File: config.mk
export PLATFORM = sky130hd
export DESIGN_NAME = vpdc_power_ctrl
export DESIGN_NICKNAME = d
export VERILOG_FILES = /design/src/vpdc_pkg.sv /design/src/vpdc_refresh_timer.sv /design/src/vpdc_power_ctrl.sv
export SDC_FILE = /design/constraint.sdc
export NUM_CORES = 1
export LEC_CHECK = 0
export CORE_MARGIN = 4
export CORE_UTILIZATION = 60
export DETAILED_ROUTE_END_ITERATION = 12
export DONT_BUFFER_PORTS = 1
export PLACE_DENSITY_LB_ADDON = 0.05
export SYNTH_ARGS = -nofsm -noshare
export SYNTH_HDL_FRONTEND = slang
export SYNTH_SLANG_ARGS = --single-unit
File: constraint.sdc
create_clock -name ref_clk -period 5.9 [get_ports ref_clk]
set_clock_uncertainty 0.2 [all_clocks]
set_input_delay 0.59 -clock ref_clk [delete_from_list [all_inputs] [get_ports ref_clk]]
set_output_delay 0.59 -clock ref_clk [all_outputs]
set_load 0.1 [all_outputs]
File: src/vpdc_pkg.sv
/*
  Package for the video power-down controller: register indices, field
  positions, reset values, mode encodings and timing constants.
  Assumes an indexed 8-bit register port on the host I/O side.
*/
package vpdc_pkg;

  // ************************************************************
  // register indices
  // ************************************************************
  localparam logic [7:0] VPDC_IDX_UNLOCK  = 8'h35; // map_ram_unlock_reg
  localparam logic [7:0] VPDC_IDX_POWER   = 8'h3A; // power_control_reg
  localparam logic [7:0] VPDC_IDX_REFRESH = 8'h3F; // powerdown_refresh_reg

  // ************************************************************
  // field positions
  // ************************************************************
  localparam int VPDC_B_SLEEP  = 7;
  localparam int VPDC_B_DIV8   = 6;
  localparam int VPDC_B_HREL   = 5;
  localparam int VPDC_B_CBR    = 2;
  localparam int VPDC_B_WEIGHT = 1;
  localparam int VPDC_B_GPD_EN = 7;

  // readable mask of the power register while unlocked (bits 7..2)
  localparam logic [7:0] VPDC_RD_MASK_HI = 8'hFC;
  localparam logic [7:0] VPDC_RD_MASK_LO = 8'h03;
  // unlock pattern X011XXXX
  localparam logic [7:0] VPDC_UNLOCK_MASK = 8'h70;
  localparam logic [7:0] VPDC_UNLOCK_PAT  = 8'h30;

  // ************************************************************
  // reset values
  // ************************************************************
  localparam logic [7:0] VPDC_POWER_RST   = 8'h11; // reserved ones set
  localparam logic [7:0] VPDC_REFRESH_RST = 8'h00;
  localparam logic [7:0] VPDC_UNLOCK_RST  = 8'h00;

  // ************************************************************
  // timing
  // ************************************************************
  localparam int         VPDC_DIV_RATIO   = 8;
  localparam logic [2:0] VPDC_DIV_LAST    = 3'h7;
  localparam int         VPDC_REF_FACTOR  = 8;
  localparam int         VPDC_REF_OFFSET  = 5;

  // ************************************************************
  // modes
  // ************************************************************
  typedef enum logic [4:0] {
    VPDC_M_RUN   = 5'h01,
    VPDC_M_SLEEP = 5'h02,
    VPDC_M_IDLE  = 5'h04,
    VPDC_M_GEXT  = 5'h08,
    VPDC_M_GINT  = 5'h10
  } vpdc_mode_e;

endpackage

File: src/vpdc_refresh_timer.sv
/*
  Refresh period timer for general power-down: one pulse every
  8 x (period + 5) video clock ticks.
  Assumes video_tick is a one-cycle enable on ref_clk.
*/
`timescale 1ns/1ps
module vpdc_refresh_timer
  import vpdc_pkg::*;
#(
  parameter int CW = 11
) (
  input  wire logic       ref_clk,
  input  wire logic       rst,
  input  wire logic       enable,
  input  wire logic       video_tick,
  input  wire logic [6:0] period,
  output logic            refresh_pulse
);

  typedef struct packed {
    logic [CW-1:0] count;
    logic          pulse;
  } vpdc_rt_s;

  vpdc_rt_s st_reg;
  vpdc_rt_s st_next;
  logic [CW-1:0] limit;

  // ************************************************************
  // period count
  // ************************************************************
  // period from field
  assign limit = CW'(VPDC_REF_FACTOR * (int'(period) + VPDC_REF_OFFSET) - 1);

  // next state
  always_comb begin
    st_next       = st_reg;
    st_next.pulse = 1'b0;
    if (!enable) begin
      st_next.count = '0;
    end else if (video_tick) begin
      if (st_reg.count >= limit) begin
        st_next.count = '0;
        st_next.pulse = 1'b1;
      end else begin
        st_next.count = st_reg.count + 1'b1;
      end
    end
  end

  // state register
  always_ff @(posedge ref_clk) begin
    if (rst) begin
      st_reg <= '0;
    end else begin
      st_reg <= st_next;
    end
  end

  assign refresh_pulse = st_reg.pulse;

endmodule // vpdc_refresh_timer

File: src/vpdc_power_ctrl.sv
/*
  Power-down controller of a flat-panel display controller: control
  registers, mode decode, clock gating and divide-by-8 enables, refresh
  source and type, host access gating and host-release tristate.
  Assumes an indexed 8-bit register port, pins synchronised here.
*/
// What this block does
// - sleep with general power-down off stops clocks, refuses memory and I/O
// - in system power-down clocks are gated at the input
// - sleep and idle refresh is CAS-before-RAS from the refresh input pin
// - palette and map RAM contents lost after sleep; software reloads them
// - display idle divides clocks by 8, allows I/O, refuses memory
// - general power-down external clock runs undivided, all access allowed
// - general power-down internal clock divides by 8, all access allowed
// - general power-down refresh timed from seven-bit period field
// - general power-down refresh is RAS-only or CBR per type bit
// - bit 7 selects sleep, read back only while unlocked; 0 idle default, 1 system power-down
// - bit 6 divide select honoured only in general power-down, read back only while unlocked
// - host release bit and low pin ignore host cycles, tristate bus
// - every power-down keeps video memory, turns palette and panel off
// - bit 2 selects RAS-only when 0 default, CBR when 1
// - bit 1 enables colour-to-luminance weighting
// - bits 7..2 readable only while unlock register matches X011XXXX
// - refresh register bit 7 enables general power-down
// - refresh period is 8 video clocks times field plus five
`timescale 1ns/1ps
module vpdc_power_ctrl
  import vpdc_pkg::*;
#(
  parameter int DIV_RATIO = VPDC_DIV_RATIO
) (
  input  wire logic       ref_clk,
  input  wire logic       rst,
  // indexed register port
  input  wire logic [7:0] reg_index,
  input  wire logic [7:0] reg_wdata,
  input  wire logic       reg_write,
  input  wire logic       reg_read,
  output logic [7:0]      reg_rdata,
  // host cycle requests
  input  wire logic       host_mem_req,
  input  wire logic       host_io_req,
  output logic            host_mem_accept,
  output logic            host_io_accept,
  output logic            sys_bus_oe,
  // pins
  input  wire logic       powerdown_pin,
  input  wire logic       powerdown_refresh_input,
  input  wire logic       video_clock_tick,
  // clock enables and status
  output logic            memory_clock_en,
  output logic            video_clock_en,
  output logic            refresh_req,
  output logic            refresh_cbr,
  output logic            palette_out_en,
  output logic            panel_out_en,
  output logic            weighting_en,
  output logic            palette_reload_needed,
  output logic            in_powerdown
);

  // ************************************************************
  // state
  // ************************************************************
  typedef struct packed {
    logic [7:0] power;
    logic [7:0] refresh;
    logic [7:0] unlock;
    logic [7:0] rdata;
    logic [2:0] div_cnt;
    logic [2:0] vtick_div;  // video edges within a divided clock
    logic [1:0] pin_sync;
    logic [1:0] pref_sync;
    logic [1:0] vtick_sync;
    logic       pref_last;
    logic       vtick_last;
    logic       reload;
  } vpdc_st_s;

  vpdc_st_s   st_reg;
  vpdc_st_s   st_next;
  vpdc_mode_e mode;
  logic       released;
  logic       div_pulse;
  logic       timer_pulse;
  logic       vtick_rise;
  logic       timer_tick;
  logic       unlocked;
  logic       vtick_wrap;

  // divide terminal count from the ratio parameter
  localparam logic [2:0] DIV_LAST = 3'(DIV_RATIO - 1);

  // unlock pattern check
  function automatic logic vpdc_is_unlocked(input logic [7:0] v);
    return (v & VPDC_UNLOCK_MASK) == VPDC_UNLOCK_PAT;
  endfunction

  // ************************************************************
  // mode decode
  // ************************************************************
  // combinational decode
  always_comb begin
    if (st_reg.refresh[VPDC_B_GPD_EN]) begin
      mode = st_reg.power[VPDC_B_DIV8] ? VPDC_M_GINT : VPDC_M_GEXT;
    end else begin
      mode = st_reg.power[VPDC_B_SLEEP] ? VPDC_M_SLEEP : VPDC_M_IDLE;
    end
  end

  // ************************************************************
  // derived strobes
  // ************************************************************
  // one cycle strobes from the synchronised pins and the dividers
  assign unlocked   = vpdc_is_unlocked(st_reg.unlock);
  assign vtick_rise = st_reg.vtick_sync[1] & ~st_reg.vtick_last;
  assign div_pulse  = (st_reg.div_cnt == DIV_LAST);
  // last video edge of each divided video clock
  assign vtick_wrap = vtick_rise & (st_reg.vtick_div == DIV_LAST);

  // another controller owns the bus once the release bit is set and the synced pin is low
  // host release
  assign released = st_reg.power[VPDC_B_HREL] & ~st_reg.pin_sync[1];

  // ************************************************************
  // clocks and refresh
  // ************************************************************
  always_comb begin
    memory_clock_en = 1'b1;
    video_clock_en  = 1'b1;
    timer_tick      = 1'b0;
    refresh_req     = 1'b0;
    // pin driven refresh is always cas before ras
    refresh_cbr     = 1'b1;
    case (mode)
      VPDC_M_SLEEP: begin
        memory_clock_en = 1'b0;
        video_clock_en  = 1'b0;
        refresh_req = st_reg.pref_sync[1] & ~st_reg.pref_last;
      end
      VPDC_M_IDLE: begin
        memory_clock_en = div_pulse;
        video_clock_en  = div_pulse;
        refresh_req = st_reg.pref_sync[1] & ~st_reg.pref_last;
      end
      VPDC_M_GEXT: begin
        // the system has already slowed both clocks
        // undivided clocks
        timer_tick  = vtick_rise;
        refresh_req = timer_pulse;
        refresh_cbr = st_reg.power[VPDC_B_CBR];
      end
      VPDC_M_GINT: begin
        memory_clock_en = div_pulse;
        video_clock_en  = div_pulse;
        // timer counts divided video clocks, not raw edges
        timer_tick      = vtick_wrap;
        refresh_req = timer_pulse;
        refresh_cbr = st_reg.power[VPDC_B_CBR];
      end
      default: begin
        memory_clock_en = 1'b1;
        video_clock_en  = 1'b1;
      end
    endcase
  end

  // ************************************************************
  // access gating
  // ************************************************************
  // release overrides the mode: the bus belongs to someone else
  always_comb begin
    host_mem_accept = 1'b0;
    host_io_accept  = 1'b0;
    case (mode)
      VPDC_M_SLEEP: begin
        host_mem_accept = 1'b0;
        host_io_accept  = 1'b0;
      end
      VPDC_M_IDLE: begin
        host_io_accept = host_io_req;
      end
      default: begin
        host_mem_accept = host_mem_req;
        host_io_accept  = host_io_req;
      end
    endcase
    if (released) begin
      host_mem_accept = 1'b0;
      host_io_accept  = 1'b0;
    end
  end

  assign sys_bus_oe = ~released;

  // ************************************************************
  // next state
  // ************************************************************
  always_comb begin
    st_next            = st_reg;
    // pins cross into this clock through two flip-flops
    st_next.pin_sync   = {st_reg.pin_sync[0], powerdown_pin};
    st_next.pref_sync  = {st_reg.pref_sync[0], powerdown_refresh_input};
    st_next.vtick_sync = {st_reg.vtick_sync[0], video_clock_tick};
    st_next.pref_last  = st_reg.pref_sync[1];
    st_next.vtick_last = st_reg.vtick_sync[1];
    // divide counter free-runs so a mode change keeps its phase
    st_next.div_cnt    = st_reg.div_cnt + 3'h1;
    // count video edges for the internal divide-by-8 video clock
    if (vtick_rise) begin
      st_next.vtick_div = st_reg.vtick_div + 3'h1;
    end
    if (mode == VPDC_M_SLEEP) begin
      st_next.reload = 1'b1;
    end
    // host writes are lost while the bus is released
    if (reg_write && !released) begin
      case (reg_index)
        VPDC_IDX_UNLOCK:  st_next.unlock  = reg_wdata;
        VPDC_IDX_POWER: begin
          st_next.power = reg_wdata;
          // sleep keeps setting the flag, so its set wins
          if (mode != VPDC_M_SLEEP) begin
            st_next.reload = 1'b0;
          end
        end
        VPDC_IDX_REFRESH: st_next.refresh = reg_wdata;
        default: ;
      endcase
    end
    // read data is registered and answers one cycle later
    if (reg_read && !released) begin
      case (reg_index)
        VPDC_IDX_UNLOCK:  st_next.rdata = st_reg.unlock;
        VPDC_IDX_POWER:   st_next.rdata = unlocked ? st_reg.power
                              : (st_reg.power & VPDC_RD_MASK_LO);
        VPDC_IDX_REFRESH: st_next.rdata = st_reg.refresh;
        default:          st_next.rdata = 8'h00;
      endcase
    end
  end

  // state register
  always_ff @(posedge ref_clk) begin
    if (rst) begin
      st_reg         <= '0;
      st_reg.power   <= VPDC_POWER_RST;
      st_reg.refresh <= VPDC_REFRESH_RST;
      st_reg.unlock  <= VPDC_UNLOCK_RST;
      // pin synchroniser starts at the idle-high level: no release
      st_reg.pin_sync <= 2'h3;
    end else begin
      st_reg <= st_next;
    end
  end

  // ************************************************************
  // refresh timer
  // ************************************************************
  // timer holds cleared while general power-down is off
  // period from field
  vpdc_refresh_timer u_timer (
    .ref_clk       (ref_clk),
    .rst           (rst),
    .enable        (st_reg.refresh[VPDC_B_GPD_EN]),
    .video_tick    (timer_tick),
    .period        (st_reg.refresh[6:0]),
    .refresh_pulse (timer_pulse)
  );

  // ************************************************************
  // outputs
  // ************************************************************
  assign reg_rdata    = st_reg.rdata;
  assign weighting_en = st_reg.power[VPDC_B_WEIGHT];
  // the block only exists while a power-down mode is active
  // outputs off in power-down
  assign in_powerdown   = 1'b1;
  assign palette_out_en = 1'b0;
  assign panel_out_en   = 1'b0;
  assign palette_reload_needed = st_reg.reload;

endmodule // vpdc_power_ctrl

==> reports/metrics.yaml <==
fin_util_pct: 65.13
finalSetupViolCount: 0
synth_edf_count: 0
synth.most_common_cell: "dfxtp_1"
antenna_left: 0
synth_top_family_by_area: "simple AND/OR/NAND/NOR gates"
h-tree-depth: 3
cts_tree: "built"
chipHeight_um: 78.48
placedCellCount: 377
drive_gt1_share_pct: 8.896
holdWs_ns: 0.1118
cp.arrival_ns: 3.33
critical_path_class: "flop to flop"
areaGrowthSynthToFinish_pct: 3.904
slowest_stage: "nor3_1"
cts_root_buffer: "clkbuf_8"
largest_reg_flops: 32
worst_slew_pin_slew_ns: 1.090
core_mm2: 0.004755
dp_hpwl_um: 4074
yosysWarnings: 0
yosysSeqAreaShare_pct: 39.63
vdd_drop_max_mv: 0.2096
cp_cell_sequence: "ha_1, nand2b_1, nor2_1, nand3_1, o31ai_1, xnor2_1, ha_1, a21oi_1, o21ai_0, nor3_1, o21ai_1, nor2_1"
hold_path_depth: 1
cts_buffer_depth: 2
reg2reg_to: "u_timer.st_reg[10]$_SDFFE_PP0P_"
hold_viol: 0
finalWirelength_um: 5797
fin_tns_setup_ns: 0
hold_buffers: 0
critPathLaunchType: "flop"
synthMuxAreaShare_pct: 8.396
hold_class: "primary input to flop"
num-fill-cells: 428
grt_first_pass_wirelength_um: 10130
yosysTopAreaCell: "dfxtp_1"
p_leak_nw: 1.131
period_minus_slack_ns: 3.257
slew_headroom_pct: 27.32
cts_made_buffers: 9
cp_max_fo: 7
wl_per_cell_um: 14.75
synth_ff_type: "dfxtp_1"
grt.total_usage_pct: 20.86
fin_nets: 360
antenna_found_initial: 0
p_per_area_mw_per_mm2: 248.2
stdcell_count: 393
status: "finished, final reports clean"
synth-compound-area-share_pct: 11.88
drc_errors: 0
cp-end-kind: "flop"
gp_congestion: 0.8394
drt_iter0_drc: 137
postSynthAreaPerCell_um2: 8.870
post_cts_buffers: 0
numPortBuffers: 0
cts.sinks: 59
overflow: 0
pin_count: 45
vias: 2223
r2r_slack_ns: 2.64
synth_simple_gate_area_share_pct: 22.33
seq_area_mm2: 0.001181
max_cap_viol_count: 0
grt_pass1_vias: 2127
synth_area_leaders: "dfxtp_1, mux2i_1, ha_1"
maxSlewViolCount: 0
synth_adder_area_share_pct: 5.877
syn_inst: 336
syn_area_mm2: 0.002980
async_flop_share_pct: 0
dieWidth_um: 78.48
multi_input_area_mm2: 0.001612
max_freq_ghz: 0.3071
reg2regPathDepth: 12
cts.clk_slew.worst_paths_ns: 0.07
min_from: "rst"
antenna_cells: 0
r2r-start: "st_reg[31]$_SDFFE_PP0P_"
ys_top_cells_by_count: "dfxtp_1, nor2_1, mux2i_1, nand2_1, o21ai_0"
whs_endpoint: "st_reg[12]$_SDFF_PP0_"
rows: 25
synth_xor_area_share_pct: 4.702
cts_resized: 0
synth_seq_cells: 59
synth.top_cell.area_share_pct: 39.63
initial_utilization_pct: 62.68
ys_types: 44
fin_crit_sh_pct: 55.19
clk_latency_ns: 0.34
cp_slowest_stage_delay_ns: 0.56
dr.pass1.iters: 4
grt_max_degree: 45
dieArea_mm2: 0.006159
rsz0062_at_grt: "false"
viasPerCell: 5.656
cp_data_required_time_ns: 5.97
area by class of cell:
class,count,area share [%]
Timing Repair Buffer,2,0.4848
Sequential cell,59,38.14
Clock buffer,10,4.444
Inverter,5,0.6061
Multi-Input combinational cell,244,52.04
Tap cell,67,2.707
Clock inverter,6,1.576
critical path: cells and delay by family (launching register included):
kind / cells / cell delay (ns)
DFF: 1 / 0.46
and+or+nand+nor: 5 / 1.18
adders and majority gates: 2 / 0.58
xor gates and xnor gates: 1 / 0.16
AOI/OAI and AO/OA: 4 / 0.63
where the power goes:
group | leakage, nW | internal [mW] | switching, mW
clock | 0.0855 | 0.167 | 0.168
combinational | 0.568 | 0.00669 | 0.0220
sequential | 0.477 | 0.403 | 0.00193
cells by family after synthesis:
family	Yosys count
AND/OR/NAND/NOR	130
flip-flops	59
AO/OA/AOI/OAI	56
buffers and inverters	34
multiplexers	25
XOR/XNOR	16
adder cells (fa/ha/maj)	14
other	2
routing by layer:
layer	part of all wire, %	wire, um	vias up	track usage (%)
met5	0	0	-	0
met4	0.41	24	0	5.245
met3	7.3	424	5	8.945
met2	46	2657	56	31.42
met1	46	2690	1040	27.47
li1	-	-	1122	-
per-stage QoR:
step                      instance area (um2)  worst slack [ns]  total power [mW]
final                                    3097             2.644            0.7685
after global routing                     3097             2.289            0.8038
after CTS                                3097             2.629            0.7802
after detailed placement                 2910             2.658            0.4425
after global placement                   2910             2.806            0.4422
after floorplan                          2984             2.381            0.4452
cells in the final DEF (no fill, tap or decap), types with 3 or more instances in the layout:
cell type	instances
conb_1	3
and3_1	7
ha_1	14
nand2b_1	7
nand3_1	11
clkinvlp_4	3
a22o_1	6
nor3_1	6
inv_1	5
xnor2_1	13
clkbuf_8	10
nand4_1	3
o21ai_0	15
a21oi_1	13
mux2i_1	25
a22oi_1	7
a211o_1	3
nor4_1	3
xor2_1	3
nor2b_1	15
dfxtp_1	59
nand2_1	25
nor2_1	40
worst max-delay path by stage:
stage	startpoint	to	slack [ns]	cells after the start
floorplan	st_reg[38]$_SDFFE_PP0P_	refresh_req	2.38	3
global placement	st_reg[31]$_SDFFE_PP0P_	u_timer.st_reg[9]$_SDFFE_PP0P_	2.81	12
global route	st_reg[31]$_SDFFE_PP0P_	u_timer.st_reg[7]$_SDFFE_PP0P_	2.29	12
finish	st_reg[31]$_SDFFE_PP0P_	u_timer.st_reg[10]$_SDFFE_PP0P_	2.64	12
CTS	st_reg[31]$_SDFFE_PP0P_	u_timer.st_reg[10]$_SDFFE_PP0P_	2.63	12
detailed placement	st_reg[31]$_SDFFE_PP0P_	u_timer.st_reg[10]$_SDFFE_PP0P_	2.66	12
No activity file was read; power rests on OpenSTA's default activity.
